## src/rtl/rke_consts.vh

```
// constants shared by the remote entry receiver control files
`ifndef RKE_CONSTS_VH
`define RKE_CONSTS_VH
// register byte offsets
`define RKE_OFS_CTRL     8'h00
`define RKE_OFS_STATUS   8'h04
`define RKE_OFS_SLOT0    8'h08
`define RKE_OFS_SLOT1    8'h0c
`define RKE_OFS_LAST     8'h10
// control field positions and reset value
`define RKE_CTRL_EN      0
`define RKE_CTRL_RELOCK  1
`define RKE_CTRL_CONFIRM 2
`define RKE_CTRL_RST     32'h0000_0007
// status field positions
`define RKE_ST_REGMODE   0
`define RKE_ST_INHIBIT   1
`define RKE_ST_RELOCK    2
`define RKE_ST_DOME      3
`define RKE_ST_MISCNT    8
// data code layout
`define RKE_CODE_BITS    51
`define RKE_SECRET_BITS  21
`define RKE_SYSID_BITS   25
`define RKE_CMD_BIT      21
`define RKE_SYSID_LSB    22
`define RKE_FACTORY_CODE 21'h0a5a5a
// timing
`define RKE_CLK_HZ       50000000
`define RKE_TICK_US      1000
`define RKE_TICK_CYC     ((`RKE_CLK_HZ / 1000000) * `RKE_TICK_US)
`define RKE_CONFIRM_MS   3000
`define RKE_RELOCK_MS    30000
`define RKE_MISWIN_MS    60000
`define RKE_INHIBIT_MS   600000
`define RKE_FLASH_MS     250
`define RKE_DRIVE_MS     200
`define RKE_PRESS_GAP_MS 100
`define RKE_MIS_LIMIT    30
`endif

```

## src/rtl/rke_frame_rx.v

```verilog
// serial data-code receiver: pin synchronisers and 51-bit shift register
`timescale 1ns/100ps
`default_nettype none
`include "rke_consts.vh"
module rke_frame_rx #(
  parameter NB = `RKE_CODE_BITS
) (
  input  wire          pclk,
  input  wire          presetn,
  input  wire          rx_gate,
  input  wire          rx_bclk,
  input  wire          rx_data,
  output reg           code_vld_r,
  output reg  [NB-1:0] code_r
);
  reg [2:0]    s1_r;
  reg [2:0]    s2_r;
  reg [1:0]    d3_r;
  reg [NB-1:0] shf_r;
  reg [5:0]    cnt_r;
  wire         gate_s = s2_r[0];
  wire         bclk_s = s2_r[1];
  wire         data_s = s2_r[2];

  // two-stage synchroniser, then one more stage for edge detection
  always @(posedge pclk or negedge presetn) begin
    if (!presetn) begin
      s1_r <= 3'h0;
      s2_r <= 3'h0;
      d3_r <= 2'h0;
    end else begin
      s1_r <= {rx_data, rx_bclk, rx_gate};
      s2_r <= s1_r;
      d3_r <= {bclk_s, gate_s};
    end
  end

  // shift msb first while the gate is high; a code counts only with exactly NB bits
  always @(posedge pclk or negedge presetn) begin
    if (!presetn) begin
      shf_r      <= {NB{1'b0}};
      cnt_r      <= 6'h00;
      code_vld_r <= 1'b0;
      code_r     <= {NB{1'b0}};
    end else begin
      code_vld_r <= 1'b0;
      if (gate_s && bclk_s && !d3_r[1]) begin
        shf_r <= {shf_r[NB-2:0], data_s};
        if (cnt_r != 6'h3f)
          cnt_r <= cnt_r + 6'h01;
      end
      if (!gate_s && d3_r[0]) begin
        cnt_r <= 6'h00;
        if (cnt_r == NB[5:0]) begin
          code_vld_r <= 1'b1;
          code_r     <= shf_r;
        end
      end
    end
  end
endmodule
`default_nettype wire

```

## src/rtl/rke_code_store.v

```verilog
// two-slot secret code store with factory value and comparator
`timescale 1ns/100ps
`default_nettype none
`include "rke_consts.vh"
module rke_code_store #(
  parameter SB = `RKE_SECRET_BITS,
  parameter [SB-1:0] FACTORY = `RKE_FACTORY_CODE
) (
  input  wire          pclk,
  input  wire          presetn,
  input  wire          wr_en,
  input  wire          wr_slot,
  input  wire [SB-1:0] wr_code,
  input  wire [SB-1:0] cmp_code,
  output wire          match,
  output wire [SB-1:0] slot0,
  output wire [SB-1:0] slot1
);
  reg [SB-1:0] mem_r [0:1];

  // both slots hold the one shipped code after reset
  always @(posedge pclk or negedge presetn) begin
    if (!presetn) begin
      mem_r[0] <= FACTORY;
      mem_r[1] <= FACTORY;
    end else if (wr_en) begin
      mem_r[wr_slot] <= wr_code;
    end
  end

  assign match = (cmp_code == mem_r[0]) || (cmp_code == mem_r[1]);
  assign slot0 = mem_r[0];
  assign slot1 = mem_r[1];
endmodule
`default_nettype wire

```

## src/rtl/rke_ctrl.v

```verilog
// remote entry receiver control: press handling, confirmation, relock, inhibit, apb
`timescale 1ns/100ps
`default_nettype none
`include "rke_consts.vh"
module rke_ctrl #(
  parameter        NDOOR    = 4,
  parameter [31:0] TICK_CYC = `RKE_TICK_CYC
) (
  input  wire             pclk,
  input  wire             presetn,
  input  wire             psel,
  input  wire             penable,
  input  wire             pwrite,
  input  wire [7:0]       paddr,
  input  wire [31:0]      pwdata,
  output reg  [31:0]      prdata_r,
  output reg              pready_r,
  output reg              pslverr_r,
  input  wire             rx_gate,
  input  wire             rx_bclk,
  input  wire             rx_data,
  input  wire [1:0]       reg_sw,
  input  wire             key_in,
  input  wire [NDOOR-1:0] door_open,
  input  wire             act_unlocked,
  output reg              lock_req_r,
  output reg              unlock_req_r,
  output reg              dome_r
);
  localparam SB = `RKE_SECRET_BITS;
  localparam NB = `RKE_CODE_BITS;

  wire          code_vld;
  wire [NB-1:0] code;
  wire          match;
  wire [SB-1:0] slot0;
  wire [SB-1:0] slot1;
  reg  [1:0]    regsw1_r, regsw2_r;
  reg  [1:0]    misc1_r, misc2_r;
  reg  [NDOOR-1:0] door1_r, door2_r;
  reg           act_prev_r;
  reg  [31:0]   ctrl_r;
  reg  [31:0]   tick_cnt_r;
  reg           tick_r;
  reg  [6:0]    gap_r;
  reg           press_on_r, press_done_r;
  reg           wrote_r, wr_en_r;
  reg  [7:0]    drive_r;
  reg           conf_arm_r;
  reg  [11:0]   dome_cnt_r;
  reg  [1:0]    dome_mode_r; // 0 idle, 1 steady, 2 flash
  reg           relock_on_r;
  reg  [14:0]   relock_cnt_r;
  reg           win_on_r;
  reg  [15:0]   win_cnt_r;
  reg  [4:0]    mis_cnt_r;
  reg           inh_r;
  reg  [19:0]   inh_cnt_r;
  reg  [SB:0]   last_r;

  wire [1:0] regsw_s  = regsw2_r;
  wire       key_s    = misc2_r[0];
  wire       act_s    = misc2_r[1];
  wire       any_door = |door2_r;
  wire       reg_mode = |regsw_s;
  wire       blocked  = key_s || any_door || inh_r || !ctrl_r[`RKE_CTRL_EN];
  wire       take     = code_vld && !blocked;
  wire       cmd_unl  = code[`RKE_CMD_BIT];
  wire       hit      = take && !reg_mode && match && !press_done_r;
  wire       relock_fire = relock_on_r && tick_r && (relock_cnt_r == `RKE_RELOCK_MS - 1);
  wire       press_end   = press_on_r && tick_r && (gap_r == `RKE_PRESS_GAP_MS - 1);
  wire       miss        = press_end && !press_done_r && !reg_mode;

  rke_frame_rx #(.NB(NB)) u_rx (
    .pclk       (pclk),
    .presetn    (presetn),
    .rx_gate    (rx_gate),
    .rx_bclk    (rx_bclk),
    .rx_data    (rx_data),
    .code_vld_r (code_vld),
    .code_r     (code)
  );

  rke_code_store #(.SB(SB)) u_store (
    .pclk     (pclk),
    .presetn  (presetn),
    .wr_en    (wr_en_r),
    .wr_slot  (last_r[SB] ),
    .wr_code  (last_r[SB-1:0]),
    .cmp_code (code[SB-1:0]),
    .match    (match),
    .slot0    (slot0),
    .slot1    (slot1)
  );

  // pin synchronisers; nothing but the second stage reads the first
  always @(posedge pclk or negedge presetn) begin
    if (!presetn) begin
      regsw1_r <= 2'h0;
      regsw2_r <= 2'h0;
      misc1_r  <= 2'h0;
      misc2_r  <= 2'h0;
      door1_r  <= {NDOOR{1'b0}};
      door2_r  <= {NDOOR{1'b0}};
    end else begin
      regsw1_r <= reg_sw;
      regsw2_r <= regsw1_r;
      misc1_r  <= {act_unlocked, key_in};
      misc2_r  <= misc1_r;
      door1_r  <= door_open;
      door2_r  <= door1_r;
    end
  end

  // millisecond tick; long times count ticks so counters stay narrow
  always @(posedge pclk or negedge presetn) begin
    if (!presetn) begin
      tick_cnt_r <= 32'h0;
      tick_r     <= 1'b0;
    end else begin
      tick_r <= (tick_cnt_r == TICK_CYC - 32'h1);
      if (tick_cnt_r == TICK_CYC - 32'h1)
        tick_cnt_r <= 32'h0;
      else
        tick_cnt_r <= tick_cnt_r + 32'h1;
    end
  end

  // press grouping: the codes of one press act at most once
  always @(posedge pclk or negedge presetn) begin
    if (!presetn) begin
      press_on_r   <= 1'b0;
      press_done_r <= 1'b0;
      gap_r        <= 7'h00;
      wrote_r      <= 1'b0;
      wr_en_r      <= 1'b0;
      last_r       <= {(SB+1){1'b0}};
    end else begin
      wr_en_r <= 1'b0;
      if (!reg_mode)
        wrote_r <= 1'b0;
      if (take) begin
        press_on_r <= 1'b1;
        gap_r      <= 7'h00;
        if (reg_mode && !wrote_r) begin
          last_r  <= {regsw_s[1], code[SB-1:0]};
          wr_en_r <= 1'b1;
          wrote_r <= 1'b1;
        end
        if (hit)
          press_done_r <= 1'b1;
      end else if (press_end) begin
        press_on_r   <= 1'b0;
        press_done_r <= 1'b0;
      end else if (press_on_r && tick_r) begin
        gap_r <= gap_r + 7'h01;
      end
    end
  end

  // lock and unlock requests to the body controller, held for a drive time
  always @(posedge pclk or negedge presetn) begin
    if (!presetn) begin
      lock_req_r   <= 1'b0;
      unlock_req_r <= 1'b0;
      drive_r      <= 8'h00;
      conf_arm_r   <= 1'b0;
    end else begin
      if (hit || relock_fire) begin
        lock_req_r   <= relock_fire || !cmd_unl;
        unlock_req_r <= !relock_fire && cmd_unl;
        drive_r      <= 8'h00;
        conf_arm_r   <= ctrl_r[`RKE_CTRL_CONFIRM];
      end else if ((lock_req_r || unlock_req_r) && tick_r) begin
        if (drive_r == `RKE_DRIVE_MS - 1) begin
          lock_req_r   <= 1'b0;
          unlock_req_r <= 1'b0;
        end else begin
          drive_r <= drive_r + 8'h01;
        end
      end
      // the arm lasts while the request drives, so unrelated switch moves show nothing
      if (act_s != act_prev_r)
        conf_arm_r <= 1'b0;
      else if (!lock_req_r && !unlock_req_r && !hit && !relock_fire)
        conf_arm_r <= 1'b0;
    end
  end

  // confirmation pattern, started by the actuator switch changing state
  always @(posedge pclk or negedge presetn) begin
    if (!presetn) begin
      act_prev_r  <= 1'b0;
      dome_mode_r <= 2'h0;
      dome_cnt_r  <= 12'h000;
      dome_r      <= 1'b0;
    end else begin
      act_prev_r <= act_s;
      if (conf_arm_r && (act_s != act_prev_r)) begin
        dome_mode_r <= act_s ? 2'h1 : 2'h2;
        dome_cnt_r  <= 12'h000;
        dome_r      <= 1'b1;
      end else if (tick_r) begin
        case (dome_mode_r)
          2'h1: begin
            if (dome_cnt_r == `RKE_CONFIRM_MS - 1) begin
              dome_mode_r <= 2'h0;
              dome_r      <= 1'b0;
            end else begin
              dome_cnt_r <= dome_cnt_r + 12'h001;
            end
          end
          2'h2: begin
            // on, off, on, off: two flashes
            if (dome_cnt_r == 4 * `RKE_FLASH_MS - 1) begin
              dome_mode_r <= 2'h0;
              dome_r      <= 1'b0;
            end else begin
              dome_cnt_r <= dome_cnt_r + 12'h001;
              dome_r     <= ((dome_cnt_r + 12'h001) / `RKE_FLASH_MS) % 2 == 0;
            end
          end
          default: dome_r <= 1'b0;
        endcase
      end
    end
  end

  // relock timer: armed by a remote unlock, dropped by any door opening
  always @(posedge pclk or negedge presetn) begin
    if (!presetn) begin
      relock_on_r  <= 1'b0;
      relock_cnt_r <= 15'h0000;
    end else begin
      if (hit && cmd_unl) begin
        relock_on_r  <= ctrl_r[`RKE_CTRL_RELOCK];
        relock_cnt_r <= 15'h0000;
      end else if (any_door || relock_fire) begin
        relock_on_r <= 1'b0;
      end else if (relock_on_r && tick_r) begin
        relock_cnt_r <= relock_cnt_r + 15'h0001;
      end
    end
  end

  // mismatch window and inhibit period
  always @(posedge pclk or negedge presetn) begin
    if (!presetn) begin
      win_on_r  <= 1'b0;
      win_cnt_r <= 16'h0000;
      mis_cnt_r <= 5'h00;
      inh_r     <= 1'b0;
      inh_cnt_r <= 20'h00000;
    end else begin
      if (hit) begin
        mis_cnt_r <= 5'h00;
        win_on_r  <= 1'b0;
      end else if (miss) begin
        if (mis_cnt_r == `RKE_MIS_LIMIT - 1) begin
          inh_r     <= 1'b1;
          inh_cnt_r <= 20'h00000;
          mis_cnt_r <= 5'h00;
          win_on_r  <= 1'b0;
        end else begin
          mis_cnt_r <= mis_cnt_r + 5'h01;
          if (!win_on_r) begin
            win_on_r  <= 1'b1;
            win_cnt_r <= 16'h0000;
          end
        end
      end else if (win_on_r && tick_r) begin
        if (win_cnt_r == `RKE_MISWIN_MS - 1) begin
          win_on_r  <= 1'b0;
          mis_cnt_r <= 5'h00;
        end else begin
          win_cnt_r <= win_cnt_r + 16'h0001;
        end
      end
      if (inh_r && tick_r) begin
        if (inh_cnt_r == `RKE_INHIBIT_MS - 1)
          inh_r <= 1'b0;
        else
          inh_cnt_r <= inh_cnt_r + 20'h00001;
      end
    end
  end

  // apb slave: one wait-free access phase, error on unmapped offsets
  always @(posedge pclk or negedge presetn) begin
    if (!presetn) begin
      ctrl_r    <= `RKE_CTRL_RST;
      prdata_r  <= 32'h0;
      pready_r  <= 1'b0;
      pslverr_r <= 1'b0;
    end else begin
      pready_r  <= psel && !penable;
      pslverr_r <= 1'b0;
      if (psel && !penable) begin
        case (paddr)
          `RKE_OFS_CTRL:   prdata_r <= ctrl_r;
          `RKE_OFS_STATUS: prdata_r <= {19'h0, mis_cnt_r, 4'h0, dome_r, relock_on_r,
                                        inh_r, reg_mode};
          `RKE_OFS_SLOT0:  prdata_r <= {11'h0, slot0};
          `RKE_OFS_SLOT1:  prdata_r <= {11'h0, slot1};
          `RKE_OFS_LAST:   prdata_r <= {10'h0, last_r};
          default: begin
            prdata_r  <= 32'h0;
            pslverr_r <= 1'b1;
          end
        endcase
      end
      if (psel && penable && pready_r && pwrite && (paddr == `RKE_OFS_CTRL))
        ctrl_r <= {29'h0, pwdata[2:0]};
    end
  end
endmodule
`default_nettype wire

```

## config.mk

```make
export PLATFORM = sky130hd
export DESIGN_NAME = rke_ctrl
export DESIGN_NICKNAME = d
export VERILOG_FILES = /design/src/rtl/rke_frame_rx.v /design/src/rtl/rke_code_store.v /design/src/rtl/rke_ctrl.v
export VERILOG_INCLUDE_DIRS = /design/src /design/src/rtl
export SDC_FILE = /design/constraint.sdc
export NUM_CORES = 1
export LEC_CHECK = 0
export BUFFER_PORTS_ARGS = -buffer_cell sky130_fd_sc_hd__buf_2
export CELL_PAD_IN_SITES_DETAIL_PLACEMENT = 0
export CELL_PAD_IN_SITES_GLOBAL_PLACEMENT = 1
export CORE_MARGIN = 3
export CORE_UTILIZATION = 40
export DETAILED_ROUTE_END_ITERATION = 6
export PLACE_DENSITY = 0.79
export SYNTH_ARGS = -nofsm -noshare
export SYNTH_HDL_FRONTEND = slang
export SYNTH_SLANG_ARGS = --single-unit
```

## constraint.sdc

```tcl
create_clock -name pclk -period 4.2 [get_ports pclk]
set_clock_uncertainty 0.15 [all_clocks]
set_input_delay 0.21 -clock pclk [delete_from_list [all_inputs] [get_ports pclk]]
set_output_delay 0.21 -clock pclk [all_outputs]
set_load 0.005 [all_outputs]
```

; ---- Yosys cells after proc, flatten, opt, wreduce, memory -nomap -nowiden
; Index checks and enable logic that the tools add are counted.
[op_classes]
addsub = 10
div_mod_pow = 1
order_cmp = 2
n_eq_ne = 31
muxes = 80
n_bitwise = 2
n_reduce_logical = 82
[ops]
columns = operator, count
row1 = case mux 22 bit (5 select lines), 1
row2 = two-way mux 20 bit, 5
row3 = two-way mux 16 bit, 5
row4 = two-way mux 12 bit, 4
row5 = two-way mux 15 bit, 3
row6 = bitwise mux 42 bit, 1
row7 = == test 21 bit, 2
row8 = two-way mux 1 bit, 36
row9 = "adder 32 x 1 -> 32 bit, second input constant", 1
row10 = "divider 32 x 8 -> 32 bit, second input constant", 1
row11 = "== test 32 x 16 -> 1 bit, second input constant", 1
row12 = zero test 32 bit, 1
row13 = two-way mux 32 bit, 1
row14 = logical AND 1 bit, 29
row15 = two-way mux 5 bit, 5
row16 = two-way mux 8 bit, 3
row17 = case mux 12 bit (2 select lines), 1
row18 = demux 21 bit (select 1 bit), 1
row19 = two-way mux 21 bit, 1
row20 = two-way mux 7 bit, 3
row21 = "adder 20 x 1 -> 20 bit, second input constant", 1
row22 = "== test 20 bit, second input constant", 1
row23 = AND reduction 2 bit, 10
row24 = nonzero test 2 bit, 10
row25 = other kinds (43), 81
[word_totals]
reg_bits = 306
in_bits = 56
out_inout_bits = 37
wordCells = 250

; ---- Depth between registers and ports, before layout
[depth]
depth_word = 14
ltp_mapped = 16
ltp_nobuf = 13

; ---- Cells and area by module
; From an unflattened synthesis, not the netlist that was laid out.
[unflattened]
hier_cells = 1563
hier_area_um2 = 16988.8
[modules_own_cells]
columns = mod, instances, cells_each, area_each_um2, seq_area_each_um2
row1 = rke_ctrl, 1, 1048, 10304.9, 4883.4
row2 = rke_frame_rx, 1, 369, 4623.2, 2927.8
row3 = rke_code_store, 1, 146, 2060.7, 1076.0

; ---- Least setup slack after synthesis
; OpenSTA, ideal clock, no wires.
[synth_timing]
path_type = flip-flop to flip-flop
start = register dome_cnt_r[0]
end = register dome_r
setup_ns = 0.135
arrival_time_ns = 3.732
t_required_ns = 3.915
setup_slack_ns = 0.182
path_stages_with_launch = 17
n_path_buf = 3
period_less_slack_ns = 4.018
path_cell_list = dfrtp_1 ha_1 buf_6 and3_4 buf_6 or3_1 a32oi_1 and4_1 a211oi_1 a2111oi_2 and4_1 buf_6 nor2_2 a22o_1 o211a_1 o41ai_2 a32oi_1
[synth_via]
elab_chain_len = 7
elab_cells_between_ends = 11
classes_between = 1 x add/sub / 1 x div / 3 x eq/ne / 4 x mux / 2 x reduce/logical
[synth_lines]
columns = item, line_no
row1 = from (decl), rke_ctrl.v:50  ; reg [11:0] dome_cnt_r;
row2 = from (signal assigned), rke_ctrl.v:210  ; dome_cnt_r <= dome_cnt_r + 12'h001;
row3 = from (signal assigned), rke_ctrl.v:219  ; dome_cnt_r <= dome_cnt_r + 12'h001;
row4 = adder 12 x 1 -> 13 bit, rke_ctrl.v:220  ; dome_r <= ((dome_cnt_r + 12'h001) / `RKE_FLASH_MS) % 2 == 0;
row5 = divider 32 x 8 -> 32 bit (no line), --
row6 = zero test 32 bit, rke_ctrl.v:220
row7 = two-way mux 1 bit, rke_ctrl.v:215  ; if (dome_cnt_r == 4 * `RKE_FLASH_MS - 1) begin
row8 = case mux 1 bit (2 select lines), rke_ctrl.v:204  ; case (dome_mode_r)
row9 = two-way mux 1 bit, rke_ctrl.v:203  ; end else if (tick_r) begin
row10 = two-way mux 1 bit, rke_ctrl.v:199  ; if (conf_arm_r && (act_s != act_prev_r)) begin
row11 = to (signal assigned), rke_ctrl.v:202  ; dome_r <= 1'b1;
row12 = to (signal assigned), rke_ctrl.v:208  ; dome_r <= 1'b0;
row13 = to (signal assigned), rke_ctrl.v:217  ; dome_r <= 1'b0;
row14 = to (decl), rke_ctrl.v:28  ; output reg dome_r
; Parallel ways exist; a longest one is shown, timed or not. The select of a mux whose other input is x is not followed.
; A chain may end at the register's enable or synchronous reset.

; ---- Worst setup path after layout
; Ends and elaborated chain as after synthesis.

==> impl_metrics.ini <==
[outcome]
status = complete, no violations

[final_layout]
diodes = 0
nNetsFinal = 1558
seqCellArea_um2 = 7440
final_layout_size_suffix_gt1_share_pct = 20.9
fin_area_um2 = 16800
syn_to_final_growth_pct = 16.6
fillers = 3212
multi_input_area_um2 = 6810
layout_common_cells = dfrtp_1 (268), nand2_1 (183), nor2_1 (130), mux2_2 (92), xnor2_1 (88)
postLayoutCoreUtil_pct = 48.0
final_common_cell = dfrtp_1

[yosys]
ys.flop_type = dfrtp_1
ys_ff_latch = 296
ys_types = 82
synthArstFlopShare_pct = 100
ys_seq_area_share_pct = 51.5
synth_area_um2 = 14400
avgSynthCellArea_um2 = 10.4
synth_top_area_share_pct = 47.3
ys_warn_count = 0
yosysTopAreaCell = dfrtp_1
synth_edf_count = 0
synthCells = 1386
synth.area.top_cells = dfrtp_1 (47%), mux2_2 (7.2%), xnor2_1 (5.3%), nand2_1 (4.8%), dfstp_2 (4.2%)

[timing]
period_needed_ns = 4.11
tns_ns = 0
hold_violations = 0
finalSetupViolations = 0
worstMarginPinSlew_ns = 1.14
final.period_utilization_pct = 98.0
relSlewSlack_pct = 23.6
final_max_slew_viol_count = 0
fin_ws_ns = 0.0852
fmax_mhz = 243

[placed_design]
gp_congestion = 0.878
place_area_um2 = 15400
hpwlAfterDp_um = 22500
place_worst_setup_slack_ns = 0.00625
portBuffers = 53

[worst_hold_path]
whs_path_depth = 4
worstHoldPathType = input pin to flop

[global_routing]
grt_pass1_wl_um = 54400
grt_usage_pct = 16.9
grt_start_max_net_pins = 104
grt_pass1_vias = 10500
grt-ovfl-total = 0
antenna_found_initial = 0

[setup_path]
end_kind = flop
path_depth = 14
cp_cell_sequence = buf_4 > and4_1 > a21oi_1 > or4_4 > a41o_1 > buf_4 > a211o_1 > o22ai_4 > o211ai_1 > a31oi_1 > mux2_2 > o211a_1 > o41ai_2 > a32oi_1
crit_family = compound AO/OA/AOI/OAI gates
reg2reg_depth = 14
crit_buf_inv = 2
arrival_ns = 4.42
start_kind = flop
path_max_fanout = 8
crit_top_cell = buf_4
slowest_stage = or4_4
cp_data_required_time_ns = 4.50
slowest_delay_ns = 0.61
worstSetupPathType = flop to flop

[clock_tree]
cts_root_buf = clkbuf_16
cts.htree.levels = 1
cts_max_path_buffers = 3
clk_latency_ns = 0.59
path_clk_slew_ns = 0.06
cts_made_buffers = 31
clock-sinks = 296
tritoncts = done

[floorplan]
dieArea_um2 = 38400
core_um2 = 35100
io_pins = 93
die_h_um = 196
initial_core_util_pct = 41.2
rows = 68
die_w_um = 196

[flow_run]
maxCapViolations = 0

[power_and_ir_drop]
power_per_cell_area_nw_per_um2 = 356
p_leak_uw = 0.00765
ir_drop_v = 0.000303

[detailed_routing]
wire_per_inst_um = 16.8
dr.pass1.iters = 6
drc_errors = 0
drt_wl_total_um = 33000
vias = 10600
vias_per_cell = 5.38
drtIter0Drc = 689
ant_nets = 0
logic make-up (layout without fill, tap and decap cells):
group                    after synthesis  in the layout  share of synthesized area [%]
AO/OA/AOI/OAI                        184            184                           8.65
XOR/XNOR                             156            156                           9.46
adder cells (fa/ha/maj)               11             11                          0.953
buffers and inverters                 78            196                           2.60
flip-flops                           296            296                           51.5
multiplexers                         104            104                           8.00
other                                  1             10                         0.0260
AND/OR/NAND/NOR                      556            556                           18.8
where the power goes:
part | switching, uW | total (uW) | leakage (uW) | internal [uW]
registers | 38.1 | 2940 | 0.00396 | 2910
clock network | 1150 | 2900 | 0.000532 | 1740
logic | 94.4 | 158 | 0.00317 | 63.4
timing repair:
item	4_1_cts	5_1_grt
setup endpoints to repair	1	1
cloned	0	0
resized for setup	1	25
endpoints found under the hold margin	100	0
hold buffers	18	0
pin swaps	0	2
buffers inserted	0	2
layout make-up:
class,count,area share (%)
multi-input cells,1021,40.4
well taps,455,3.38
flip-flops and latches,296,44.2
clock buffers,43,5.35
inverters,18,0.401
repair buffers,123,5.10
clock inverters,12,1.11
layer usage:
metal	vias to the layer above	routed length, um	track usage [%]
met1	5252	15500	23.8
met2	191	15700	27.7
met3	53	1100	2.13
li1	5089	-	-
met5	-	0	0
met4	0	741	4.65
synth_stat cells (all sizes together), types with 3 or more instances:
cell type,n
a211oi,3
or4,9
nand2b,9
a211o,3
a21o,3
or2,4
and2,8
nand4,38
inv,18
nand3,60
o211ai,5
o311ai,4
mux2,92
nand2,183
nor2b,8
nor4b,3
dfstp,23
clkbuf,38
ha,11
o21a,3
a222oi,14
a31oi,10
and4,10
xnor2,88
nor4,21
a32oi,3
nand3b,5
nor3b,4
nor3,20
o22ai,8
a21oi,26
o31ai,4
xor2,68
nor2,132
o21ai,72
buf,22
and3,24
or3,12
mux2i,12
a221oi,8
dfrtp,273
metrics by stage:
stage	hold slack [ns]	power (uW)	std cells
after CTS	0.0567	6090	1966
final	0.0836	6000	1968
after global routing	0.120	6220	1968
after detailed placement	0.170	3150	1893
after floorplan	-0.236	3050	1395
after global placement	0.162	3140	1893
sequential cells by signal, summed over array words and instances, names as in the netlist, 4 cells and up:
name and count:
dome_cnt_r 12, u_rx.shf_r 22, gap_r 7, prdata_r 22, tick_cnt_r 32, u_store.slot0 21, drive_r 8, door1_r 4
u_store.slot1 21, inh_cnt_r 20, win_cnt_r 16, u_rx.cnt_r 6, last_r 22, mis_cnt_r 5, door2_r 4, relock_cnt_r 15
u_rx.code_r 22
worst min-delay path, delay by kind of cell:
| family | cells | cell delay [ns] |
|---|---|---|
| buffers and inverters | 2 | 0.36 |
| and+or+nand+nor | 2 | 0.20 |
path summary, 6_finish.rpt:
path | endpoint | slack (ns) | startpoint
setup / recovery | dome_r | 0.09 | dome_cnt_r[0]
hold / removal | pslverr_r | 0.08 | penable
setup reg to reg | dome_r | 0.09 | dome_cnt_r[0]
hold reg to reg | door2_r[0] | 0.18 | door1_r[0]
max in group asynchronous | dome_cnt_r[3] | 2.78 | presetn
min in group asynchronous | drive_r[5] | 0.14 | presetn
Note: power is estimated with default switching activity, not from simulation.
